$ cat config.mk
export PLATFORM = sky130hd
export DESIGN_NAME = traction_speed_demand_limiter
export DESIGN_NICKNAME = d
export VERILOG_FILES = /design/src/rtl/speed_demand_pkg.sv /design/src/rtl/traction_speed_demand_limiter.sv
export SDC_FILE = /design/constraint.sdc
export NUM_CORES = 1
export LEC_CHECK = 0
export ABC_AREA = 1
export BUFFER_PORTS_ARGS = -buffer_cell sky130_fd_sc_hd__buf_2
export CAP_MARGIN = 20
export CORE_MARGIN = 3
export CORE_UTILIZATION = 60
export DETAILED_ROUTE_END_ITERATION = 16
export PLACE_DENSITY_LB_ADDON = 0.15
export REMOVE_ABC_BUFFERS = 1
export SYNTH_ARGS = -nofsm -noshare
export SYNTH_HDL_FRONTEND = slang
export SYNTH_SLANG_ARGS = --single-unit
$ cat constraint.sdc
create_clock -name clock -period 23.4 [get_ports clock]
set_input_delay 1.17 -clock clock [delete_from_list [all_inputs] [get_ports clock]]
set_output_delay 1.17 -clock clock [all_outputs]
set_load 0.05 [all_outputs]
$ cat src/rtl/speed_demand_pkg.sv
// Functional notes
// - demand rises zero to full scale over programmed accel time, 0.1 s steps
// - demand falls full scale to zero over separate programmed decel time
// - on entering drive demand starts at programmed creep frequency
// - forward frequency demand capped at programmed forward maximum
// - reverse frequency demand capped at independent programmed reverse maximum
// - mode input selects switches one and two as limits or inching
// - limit mode: first limit applies while switch one is open
// - limit mode: second limit applies while switch two is open
// - inching mode: drive at inching frequency while either switch closed
// - inching movement lasts at most the programmed inching duration
// - inching mode: no inching motion while both switches open
// - third limit applies on open or closed switch per polarity input
// - inverter keeps pulsing while foot switch closed with a drive direction selected, even at zero limit
package speed_demand_pkg;
	// ****************************************
	// timing
	// ****************************************
	localparam int CLOCK_PERIOD_NS     = 100;
	localparam int TENTH_S_NS          = 100_000_000;
	localparam int TENTH_S_CYCLES_DEF  = TENTH_S_NS / CLOCK_PERIOD_NS;
	// ****************************************
	// frequency format: 1/16 Hz units
	// ****************************************
	localparam int FREQ_FRAC_BITS      = 4;
	localparam int FREQ_W              = 12;
	localparam int HZ_W                = 8;
	localparam int CREEP_W             = 10;
	localparam int TIME_W              = 7;
	localparam int FULL_SCALE_UNITS    = 4080;
	localparam logic [FREQ_W-1:0] FREQ_ZERO = 12'h000;
	// ****************************************
	// modes and polarity
	// ****************************************
	localparam logic MODE_LIMIT        = 1'h0;
	localparam logic MODE_JOG          = 1'h1;
	localparam logic POL_OPEN          = 1'h0;
	localparam logic SW_CLOSED         = 1'h1;
	localparam int   SW_COUNT          = 6;
	localparam int   SW_1              = 0;
	localparam int   SW_2              = 1;
	localparam int   SW_3              = 2;
	localparam int   SW_FOOT           = 3;
	localparam int   SW_FWD            = 4;
	localparam int   SW_REV            = 5;
endpackage : speed_demand_pkg

$ cat src/rtl/traction_speed_demand_limiter.sv
`timescale 1ns/1ps
module traction_speed_demand_limiter
	import speed_demand_pkg::*;
#(
	parameter int TENTH_S_CYCLES = TENTH_S_CYCLES_DEF
) (
	// clock and reset
	input  wire logic                clock,
	input  wire logic                rst,
	// vehicle switches, asynchronous, high = closed
	input  wire logic                limit_sw1,
	input  wire logic                limit_sw2,
	input  wire logic                limit_sw3,
	input  wire logic                foot_sw,
	input  wire logic                drive_fwd_sw,
	input  wire logic                drive_rev_sw,
	// programmed settings
	input  wire logic [TIME_W-1:0]   accel_time,
	input  wire logic [TIME_W-1:0]   decel_time,
	input  wire logic [CREEP_W-1:0]  creep_freq,
	input  wire logic [HZ_W-1:0]     forward_freq_cap,
	input  wire logic [HZ_W-1:0]     reverse_freq_cap,
	input  wire logic [HZ_W-1:0]     limit1_freq,
	input  wire logic [HZ_W-1:0]     limit2_freq,
	input  wire logic [HZ_W-1:0]     limit3_freq,
	input  wire logic [HZ_W-1:0]     jog_freq,
	input  wire logic [TIME_W-1:0]   jog_duration,
	input  wire logic                switch_mode,
	input  wire logic                limit3_polarity,
	// inverter side
	output logic      [FREQ_W-1:0]   freq_demand,
	output logic                     motor_reverse,
	output logic                     pulse_enable
);
	// ****************************************
	// derived counts
	// ****************************************
	localparam int STEP_BASE_I = (TENTH_S_CYCLES / FULL_SCALE_UNITS) > 0 ? (TENTH_S_CYCLES / FULL_SCALE_UNITS) : 1;
	localparam logic [14:0] STEP_BASE = 15'(STEP_BASE_I);
	localparam int TICK_W = $clog2(TENTH_S_CYCLES + 1);
	localparam logic [TICK_W-1:0] TICK_LAST = TICK_W'(TENTH_S_CYCLES - 1);

	function automatic logic [FREQ_W-1:0] hz_units(input logic [HZ_W-1:0] hz);
		hz_units = {hz, 4'h0};
	endfunction : hz_units

	function automatic logic [FREQ_W-1:0] fmin(input logic [FREQ_W-1:0] a, input logic [FREQ_W-1:0] b);
		fmin = (a < b) ? a : b;
	endfunction : fmin

	// ****************************************
	// switch synchronisers
	// ****************************************
	logic [SW_COUNT-1:0] sw_raw;
	logic [SW_COUNT-1:0] sw_meta;
	logic [SW_COUNT-1:0] sw;
	assign sw_raw = {drive_rev_sw, drive_fwd_sw, foot_sw, limit_sw3, limit_sw2, limit_sw1};

	genvar gi;
	generate
		for (gi = 0; gi < SW_COUNT; gi++) begin : g_sync
			always_ff @(posedge clock) begin
				if (rst) begin
					sw_meta[gi] <= 1'h0;
					sw[gi]      <= 1'h0;
				end else begin
					sw_meta[gi] <= sw_raw[gi];
					sw[gi]      <= sw_meta[gi];
				end
			end
		end
	endgenerate

	// ****************************************
	// request decode
	// ****************************************
	logic [TICK_W-1:0] tick_cnt;
	logic [TIME_W-1:0] jog_tenths;
	logic              moving_q;
	logic [21:0]       step_cnt;

	wire jog_mode   = (switch_mode == MODE_JOG);
	wire drive_fwd  = sw[SW_FWD] & ~sw[SW_REV];
	wire drive_rev  = sw[SW_REV] & ~sw[SW_FWD];
	wire drive_req  = drive_fwd | drive_rev;
	wire jog_sw     = jog_mode & (sw[SW_1] | sw[SW_2]);
	wire jog_active = jog_sw & ~drive_req & (jog_tenths < jog_duration);
	wire want_rev   = drive_req ? drive_rev : (jog_active & ~sw[SW_1]);
	wire moving     = drive_req | jog_active;
	wire dir_change = (want_rev != motor_reverse) & (freq_demand != FREQ_ZERO);

	// ****************************************
	// target selection
	// ****************************************
	wire lim1_on = ~jog_mode & (sw[SW_1] != SW_CLOSED);
	wire lim2_on = ~jog_mode & (sw[SW_2] != SW_CLOSED);
	wire lim3_on = (sw[SW_3] == limit3_polarity);
	wire [FREQ_W-1:0] dir_cap = want_rev ? hz_units(reverse_freq_cap) : hz_units(forward_freq_cap);
	wire [FREQ_W-1:0] cap_a   = lim1_on ? fmin(dir_cap, hz_units(limit1_freq)) : dir_cap;
	wire [FREQ_W-1:0] cap_b   = lim2_on ? fmin(cap_a, hz_units(limit2_freq)) : cap_a;
	wire [FREQ_W-1:0] cap_c   = lim3_on ? fmin(cap_b, hz_units(limit3_freq)) : cap_b;
	wire [FREQ_W-1:0] target  = dir_change ? FREQ_ZERO :
	                            drive_req  ? cap_c :
	                            jog_active ? hz_units(jog_freq) : FREQ_ZERO;

	// ****************************************
	// ramp
	// ****************************************
	wire              entering  = moving & ~moving_q & (freq_demand == FREQ_ZERO);
	wire [FREQ_W-1:0] creep_u   = FREQ_W'(creep_freq);
	wire [FREQ_W-1:0] creep_val = fmin(creep_u, target);
	wire              rising    = freq_demand < target;
	// one unit per step; the step length is truncated, so full scale lands slightly early
	wire [21:0] step_len  = 22'(rising ? accel_time : decel_time) * 22'(STEP_BASE);
	wire        step_done = (step_cnt + 22'h00_0001) >= step_len;
	wire        accel_step = rising & step_done & ~entering;
	wire        decel_step = (freq_demand > target) & step_done & ~entering;
	wire [FREQ_W-1:0] next_demand = entering   ? creep_val :
	                                accel_step ? freq_demand + 12'h001 :
	                                decel_step ? freq_demand - 12'h001 : freq_demand;

	always_ff @(posedge clock) begin
		if (rst) begin
			step_cnt <= 22'h00_0000;
		end else if (entering | (freq_demand == target) | step_done) begin
			step_cnt <= 22'h00_0000;
		end else begin
			step_cnt <= step_cnt + 22'h00_0001;
		end
	end

	always_ff @(posedge clock) begin
		if (rst) begin
			freq_demand   <= FREQ_ZERO;
			motor_reverse <= 1'h0;
			moving_q      <= 1'h0;
			pulse_enable  <= 1'h0;
		end else begin
			freq_demand   <= next_demand;
			moving_q      <= moving;
			// direction flips only once the motor has ramped to zero
			if (moving & (freq_demand == FREQ_ZERO))
				motor_reverse <= want_rev;
			pulse_enable  <= (next_demand != FREQ_ZERO) | jog_active | (sw[SW_FOOT] & drive_req);
		end
	end

	// ****************************************
	// inching timer
	// ****************************************
	// the tenth counter restarts with each press, so every movement gets full tenths
	always_ff @(posedge clock) begin
		if (rst | ~jog_sw) begin
			tick_cnt   <= '0;
			jog_tenths <= 7'h00;
		end else if (tick_cnt == TICK_LAST) begin
			tick_cnt   <= '0;
			if (jog_tenths < jog_duration)
				jog_tenths <= jog_tenths + 7'h01;
		end else begin
			tick_cnt   <= tick_cnt + TICK_W'(1);
		end
	end

	// ****************************************
	// check helpers
	// ****************************************
	// cycles since demand last moved; it stops at all ones so a long stand cannot wrap
	logic [21:0] since_move;

	always_ff @(posedge clock) begin
		if (rst | (next_demand != freq_demand)) begin
			since_move <= 22'h00_0000;
		end else if (~&since_move) begin
			since_move <= since_move + 22'h00_0001;
		end
	end

	// ****************************************
	// checks
	// ****************************************
	AST_UP_BY_ONE: assert property (@(posedge clock) disable iff (rst)
		($past(freq_demand) != FREQ_ZERO && freq_demand > $past(freq_demand)) |-> freq_demand == $past(freq_demand) + 12'h001)
		else $error("demand rose by more than one unit");
	AST_UP_SPACING: assert property (@(posedge clock) disable iff (rst)
		accel_step |-> (&since_move) || (since_move + 22'h00_0001 >= 22'(accel_time) * 22'(STEP_BASE)))
		else $error("acceleration steps too close together");
	AST_DOWN_BY_ONE: assert property (@(posedge clock) disable iff (rst)
		(freq_demand < $past(freq_demand)) |-> freq_demand == $past(freq_demand) - 12'h001)
		else $error("demand fell by more than one unit");
	AST_CREEP_START: assert property (@(posedge clock) disable iff (rst)
		entering |=> freq_demand == $past(creep_val))
		else $error("drive entry did not start at creep");
	AST_NO_OVERSHOOT: assert property (@(posedge clock) disable iff (rst)
		(freq_demand > $past(freq_demand)) |-> freq_demand <= $past(target))
		else $error("demand rose above target");
	AST_FWD_CAP: assert property (@(posedge clock) disable iff (rst)
		(drive_fwd && !dir_change) |-> target <= hz_units(forward_freq_cap))
		else $error("forward target above cap");
	AST_REV_CAP: assert property (@(posedge clock) disable iff (rst)
		(drive_rev && !dir_change) |-> target <= hz_units(reverse_freq_cap))
		else $error("reverse target above cap");
	AST_LIMIT1: assert property (@(posedge clock) disable iff (rst)
		(!jog_mode && !sw[SW_1] && drive_req) |-> target <= hz_units(limit1_freq))
		else $error("first limit not applied");
	AST_LIMIT2: assert property (@(posedge clock) disable iff (rst)
		(!jog_mode && !sw[SW_2] && drive_req) |-> target <= hz_units(limit2_freq))
		else $error("second limit not applied");
	AST_LIMIT3: assert property (@(posedge clock) disable iff (rst)
		(sw[SW_3] == limit3_polarity && drive_req) |-> target <= hz_units(limit3_freq))
		else $error("third limit not applied");
	AST_JOG_FREQ: assert property (@(posedge clock) disable iff (rst)
		(jog_active && !dir_change) |-> target == hz_units(jog_freq))
		else $error("inching target wrong");
	AST_JOG_IDLE: assert property (@(posedge clock) disable iff (rst)
		(jog_mode && !sw[SW_1] && !sw[SW_2] && !drive_req) |-> target == FREQ_ZERO)
		else $error("inching with switches open");
	AST_JOG_TIME: assert property (@(posedge clock) disable iff (rst)
		jog_active |-> jog_tenths < jog_duration)
		else $error("inching past its duration");
	AST_FOOT_PULSE: assert property (@(posedge clock) disable iff (rst)
		(sw[SW_FOOT] && drive_req) |=> pulse_enable)
		else $error("pulsing dropped with foot switch closed");
endmodule : traction_speed_demand_limiter

==> results of run 1 <==
[cells by family after synthesis]
| family | count (synthesis) | synth area share [%] |
|---|---|---|
| AOI/OAI and AO/OA | 125 | 10.8 |
| adders and majority gates | 114 | 22.5 |
| and+or+nand+nor | 414 | 27.5 |
| xor gates and xnor gates | 45 | 5.84 |
| buffers and inverters | 191 | 10.9 |
| DFF | 76 | 22.5 |
| other | 1 | 0.0556 |
[cells in the mapped netlist, drive strengths merged, types with 3 or more instances]
cell / count / area, µm²
nand4: 12 / 75.1
or2: 4 / 25.0
o211ai: 8 / 60.1
xor2: 33 / 289
nor3b: 10 / 75.1
nand2: 194 / 787
a21o: 3 / 22.5
o21ai: 41 / 205
o21a: 6 / 45.0
nand3: 59 / 343
xnor2: 12 / 105
nor3: 19 / 95.1
o41ai: 3 / 26.3
a21oi: 50 / 254
dfxtp: 76 / 1520
ha: 102 / 1280
nor4: 3 / 18.8
fa: 12 / 240
buf: 5 / 35.0
inv: 174 / 653
nor2: 110 / 415
clkbuf: 11 / 41.3
[through the flow]
stage	hold WS [ps]	worst slack (ps)	util (%)	std cells	area [µm²]
floorplan	388	10970	-	956	6700
global placement	389	9440	67.6	1199	7390
detailed placement	397	9110	67.6	1199	7390
CTS	407	9310	70.4	1215	7700
global route	421	7520	70.5	1216	7700
finish	405	9250	70.5	1216	7700
[registers in the layout, summed over array words and instances, names as in the netlist]
name / cells
freq_demand: 12
jog_tenths: 7
motor_reverse: 1
moving_q: 1
pulse_enable: 1
step_cnt: 22
sw: 6
sw_meta: 6
tick_cnt: 20
[path summary, 6_finish.rpt]
| path | to | cells after the start |
|---|---|---|
| min | sw[3]$_SDFF_PP0_ | 2 |
| min reg2reg | sw[3]$_SDFF_PP0_ | 2 |
| max | pulse_enable$_SDFF_PP0_ | 81 |
| max reg2reg | pulse_enable$_SDFF_PP0_ | 77 |
[tightest hold or removal path, stage by stage (launching register included)]
cell     delay (ps)
dfxtp_1         300
inv_1            40
nor2_1           30
[layer usage]
layer	vias to the layer above	part of all wire, %	global-route usage, %
li1	3312	-	-
met1	2717	46	29.4
met2	135	47	41.2
met3	12	5.2	4.26
met4	0	1.1	4.81
met5	-	0	0
[final cells by class]
cell class	count	area (µm²)	area share (%)
multi-input cells	705	4520	58.6
flip-flops and latches	76	1520	19.7
inverters	175	657	8.53
repair buffers	104	523	6.79
clock buffers	10	239	3.10
well taps	140	175	2.27
clock inverters	6	71.3	0.926
==> flow_summary.toml, run 1 <==
[critical_path]
critical_path_buf_inv_count = 10
worstPathRequired_ps = 23600
setup.reg_to_reg.worst_slack_ps = 9690
cp_top_family = "simple AND/OR/NAND/NOR gates"
timing.critical_path.arrival_ps = 14350
cp_slowest_stage_delay_ps = 800
cp-startpoint = "jog_duration[2]"
critical_path.reg2reg.startpoint = "sw[4]$_SDFF_PP0_"
crit_path_start_kind = "primary input"
critical_path.endpoint_type = "flip-flop"
crit_path_max_fanout = 15
crit_path_frequent_cell = "nand2_1"
critical-path-slowest-cell = "o21ai_0"
path_class = "primary input to flip-flop"

[synth]
synth_enable_flop_cells = 0
ys_seq_area_share_pct = 22.5
ys_seq_elements = 76
synth.avg_cell_area_um2 = 6.99
ys.flop_type = "dfxtp_1"
ys_async_sr_fraction_pct = 0
syn_inst = 966
synthesis.yosys.warnings = 0
synth_area_um2 = 6750
synth_unique_cells = 49

[clocking]
cts_htree_levels = 3
tritoncts = "yes"
worst_skew_pair.late_latency_ps = 340
quantity_of_gates_resized_following_cts = 0
postCtsHoldBufs = 0
cts.sinks = 76
ctsLongestPathBuffers = 2
clkSlewWorstSetupHoldPaths_ps = 60
cts_root_buffer = "clkbuf_16"
post-cts-setup-buffer-count = 0
cts_made_buffers = 9

[finish]
layout.nets = 1274
mostFrequentLayoutCells = "178 x nand2_1, 170 x inv_1, 109 x nor2_1"
fraction_of_final_layout_cells_sized_beyond_drive_strength_1_pct = 14.3
layout-area-overhead-vs-synth_pct = 14.1
mostFrequentLayoutCell = "nand2_1"
num-fill-cells = 968
diodes = 0

[placement]
buffer_ports.inserted = 102
hpwl_mm = 11.4
place_congestion = 0.933

[drt]
firstDrtPassIters = 5
detail_route.vias_per_cell = 5.08
detail_route.drc_violations = 0
route.antenna.remaining_nets = 0
routed_wl_mm = 14.2
drt-initial-drc-count = 336
route.detailed.wl_per_inst_um = 11.7
route.vias.total = 6176

[die]
io_pins = 103
floorplan.initialDensity_pct = 61.7
die_height_um = 112
die_width_um = 112
standard_cell_core_area_um2 = 10900
fp.dieArea_um2 = 12600
core.rowCount = 38

[sta]
slew_violations = 0
timing_worst_slew_pin_value_ps = 871
rsz0062_at_grt = "no"
finalSetupViolCount = 0
worst_slew_margin_rel_pct = 41.3
timing.final.crit_period_ps = 14150
clock_skew_ps = 6.63
timing.final.hold_violations = 0
achievable-frequency_mhz = 70.7
post-route-period-util_pct = 60.5
setup_tns_ps = 0

[global_routing]
grt_remaining_overflow = 0
antenna_violations_before_repair = 0
grtUsageTotal_pct = 23.1
grt_start_max_net_pins = 30
first_global_vias = 5758
grt_first_pass_wirelength_mm = 24.5

[worst_hold_path]
hold_path_class = "flip-flop to flip-flop"
worst_hold_startpoint = "sw_meta[3]$_SDFF_PP0_"

[job]
cap_violations = 0

[status]
outcome = "complete, no violations"
Power of run 1 is left out: the tool's default activity adds up to more than one toggle a clock period on the data nets, which glitch-free logic cannot reach.
==> run 2: changes to the inputs <==
--- a/config.mk
+++ b/config.mk
@@ -5,11 +5,11 @@
 export SDC_FILE = /design/constraint.sdc
 export NUM_CORES = 1
 export LEC_CHECK = 0
-export ABC_AREA = 1
+export ABC_AREA = 0
 export BUFFER_PORTS_ARGS = -buffer_cell sky130_fd_sc_hd__buf_2
 export CAP_MARGIN = 20
 export CORE_MARGIN = 3
-export CORE_UTILIZATION = 60
+export CORE_UTILIZATION = 53
 export DETAILED_ROUTE_END_ITERATION = 16
 export PLACE_DENSITY_LB_ADDON = 0.15
 export REMOVE_ABC_BUFFERS = 1
==> constraint.sdc (replaced) <==
create_clock -name clock -period 12.05 [get_ports clock]
set_input_delay 0.6025 -clock clock [delete_from_list [all_inputs] [get_ports clock]]
set_output_delay 0.6025 -clock clock [all_outputs]
set_load 0.05 [all_outputs]
==> run 2 against run 1 <==
  * Critical path type unchanged
  * Synthesized cell count shrank 14%
  * Count of clock-buffer cells in the layout down 1
  * Design area grew 27%
  * Synthesized area grew 0.96%
  * Die area increased by 14%
  * Critical path depth is 11 lower
  * The run now ends with setup timing left
  * Clock skew is 6.3 ps higher
  * Via count up 12%
  * Setup slack worse by 11000 ps
  * Hold slack improved by 30 ps
  * Non-clock buffer count rose by 152
  * Largest cell class unchanged
  * Cell count up 3.0%
==> flow_summary.toml, run 2 <==
[drt]
route.detailed.wl_per_inst_um = 15.7
route.antenna.remaining_nets = 0
route.vias.total = 6897
drt-initial-drc-count = 475
detail_route.drc_violations = 0
routed_wl_mm = 19.6
detail_route.vias_per_cell = 5.51
firstDrtPassIters = 5

[synth]
synth_area_um2 = 6820
synth.most_common_cell = "ha_1"
ys.flop_type = "dfxtp_1"
ys_seq_elements = 76
synth_top_cell_area_share_pct = 22.3
synthesis.yosys.warnings = 0
ys_seq_area_share_pct = 22.3
synth_enable_flop_cells = 0
synthDominantAreaCellType = "dfxtp_1"
yosys-top-cells-area = "dfxtp_1 22%, ha_1 19%, nor2_1 4.0%, nand2_1 3.9%, xnor2_1 3.9%"
ys_async_sr_fraction_pct = 0
synth.avg_cell_area_um2 = 8.25
syn_inst = 826
synth_unique_cells = 78
yosys-top-cells-count = "102 x ha_1, 76 x dfxtp_1, 73 x nor2_1"

[critical_path]
worstPathRequired_ps = 12250
setup.reg_to_reg.worst_slack_ps = -1720
timing.critical_path.arrival_ps = 13990
cp_slowest_stage_delay_ps = 550
crit_path_start_kind = "primary input"
worst-r2r-cell-count = 68
path_class = "primary input to flip-flop"
critical_path.reg2reg.startpoint = "jog_tenths[6]$_SDFFE_PP0P_"
r2r_end = "pulse_enable$_SDFF_PP0_"
critical-path-slowest-cell = "or4_4"
critical_path.endpoint_type = "flip-flop"
crit_path_max_fanout = 7

[finish]
layout-area-overhead-vs-synth_pct = 43.4
mostFrequentLayoutCell = "buf_4"
largest_reg_flops = 22
registers_with_the_most_flip_flops = "step_cnt: 22 flops, tick_cnt: 20 flops, freq_demand: 12 flops"
final_core_utilization_pct = 79.4
finalNonFillerCells = 1252
diodes = 0
num-fill-cells = 837
layout.nets = 1282
area.sequential_um2 = 1520
largest-register = "step_cnt"
fraction_of_final_layout_cells_sized_beyond_drive_strength_1_pct = 39.2
mostFrequentLayoutCells = "141 x buf_4, 101 x buf_2, 81 x ha_1"
multi_input_comb_area_um2 = 5740

[clocking]
worst_skew_pair.late_latency_ps = 340
cts_made_buffers = 9
postCtsHoldBufs = 0
cts.sinks = 76
clkSlewWorstSetupHoldPaths_ps = 60
cts_htree_levels = 3
ctsLongestPathBuffers = 2
cts_root_buffer = "clkbuf_16"
tritoncts = "yes"

[sta]
worst_slew_margin_rel_pct = 50.3
slew_violations = 0
timing.final.hold_violations = 0
clock_skew_ps = 13.0
timing.final.crit_period_ps = 13790
rsz0062_at_grt = "yes"
timing_worst_slew_pin_value_ps = 742
finalSetupViolCount = 28
achievable-frequency_mhz = 72.5
layout_setup_ws_ps = -1740
post-route-period-util_pct = 114

[worst_hold_path]
worst_hold_path.endpoint = "sw[1]$_SDFF_PP0_"
hold_path_class = "flip-flop to flip-flop"
min_path_cells = 1
worst_hold_startpoint = "sw_meta[1]$_SDFF_PP0_"

[placement]
place_congestion = 0.942
placedCellCount = 1194
hpwl_mm = 13.1
buffer_ports.inserted = 102

[global_routing]
first_global_vias = 6712
grt_first_pass_wirelength_mm = 30.6
grtUsageTotal_pct = 25.8
antenna_violations_before_repair = 0
grt_remaining_overflow = 0
grt_start_max_net_pins = 30

[die]
die_height_um = 119
io_pins = 103
die_width_um = 119
core.rowCount = 40
floorplan.initialDensity_pct = 55.4
fp.dieArea_um2 = 14300
standard_cell_core_area_um2 = 12300

[status]
outcome = "finished with violations"
violated_checks = "setup timing"

[job]
cap_violations = 0
-- run 2: cell types whose count changed in the layout (fill, tap and decap cells not counted), sizes merged, moves of 8 or more --
| cell | change |
|---|---|
| and3 | +8 |
| buf | +153 |
| inv | -106 |
| mux2 | +22 |
| nand2 | -123 |
| nand3 | -40 |
| nor2 | -35 |
| nor2b | +33 |
| nor3b | -8 |
| nor4 | +8 |
| or3 | +13 |
| xnor2 | +18 |
-- run 2: what timing repair did --
action	4_1_cts	5_1_grt
pin swaps	77	66
gates cloned	1	0
setup buffers	27	17
gates resized for setup	114	57
endpoints found under the setup margin	28	28
-- run 2: worst max-delay path: cells and delay by family --
kind                       cells  cell delay, ps
AOI/OAI and AO/OA             30            5280
buffers and inverters          8             920
muxes                          4            1270
xor gates and xnor gates       2             280
adders and majority gates     11            3100
and+or+nand+nor               15            2540
-- run 2: per-layer routing --
| layer | global-route usage, % | routed length [µm] | vias to the layer above |
|---|---|---|---|
| met5 | 0 | 0 | - |
| met4 | 6.23 | 425 | 0 |
| met3 | 4.04 | 925 | 42 |
| met2 | 46.0 | 9850 | 204 |
| met1 | 32.5 | 8400 | 3216 |
| li1 | - | - | 3435 |
-- run 2: stage by stage --
step	instance area, µm²	hold WS, ps	TNS [ps]	worst slack, ps
after global placement	8310	418	-58500	-2880
after global routing	9770	452	-50490	-2420
after CTS	9390	440	-21890	-1400
after floorplan	6740	414	-49160	-2510
after detailed placement	8310	425	-64910	-3120
final	9770	435	-32070	-1740
-- run 2: kinds of logic after synthesis --
logic type,synth area share (%)
compound gates,15.4
xor+xnor,7.33
fa+ha+maj,22.3
buf+inv,5.07
flops,22.3
mux,4.37
other cells,0.0550
simple gates,23.2
-- run 2: worst max path at each step --
stage	from	end	slack, ps	cells past startpoint
global placement	jog_duration[6]	pulse_enable$_SDFF_PP0_	-2880	66
CTS	sw[4]$_SDFF_PP0_	pulse_enable$_SDFF_PP0_	-1400	66
finish	jog_duration[5]	pulse_enable$_SDFF_PP0_	-1740	70
floorplan	jog_duration[4]	pulse_enable$_SDFF_PP0_	-2510	67
detailed placement	jog_duration[4]	pulse_enable$_SDFF_PP0_	-3120	66
global route	sw[4]$_SDFF_PP0_	pulse_enable$_SDFF_PP0_	-2420	70
-- run 2: layout make-up --
type	instances	area share (%)
sequential	76	15.6
clock buffer	9	2.31
timing repair buffer	256	17.6
clock inverter	7	1.08
tap	168	2.15
multi-input combinational	670	58.7
inverter	66	2.54
Power of run 2 is left out for the same reason.
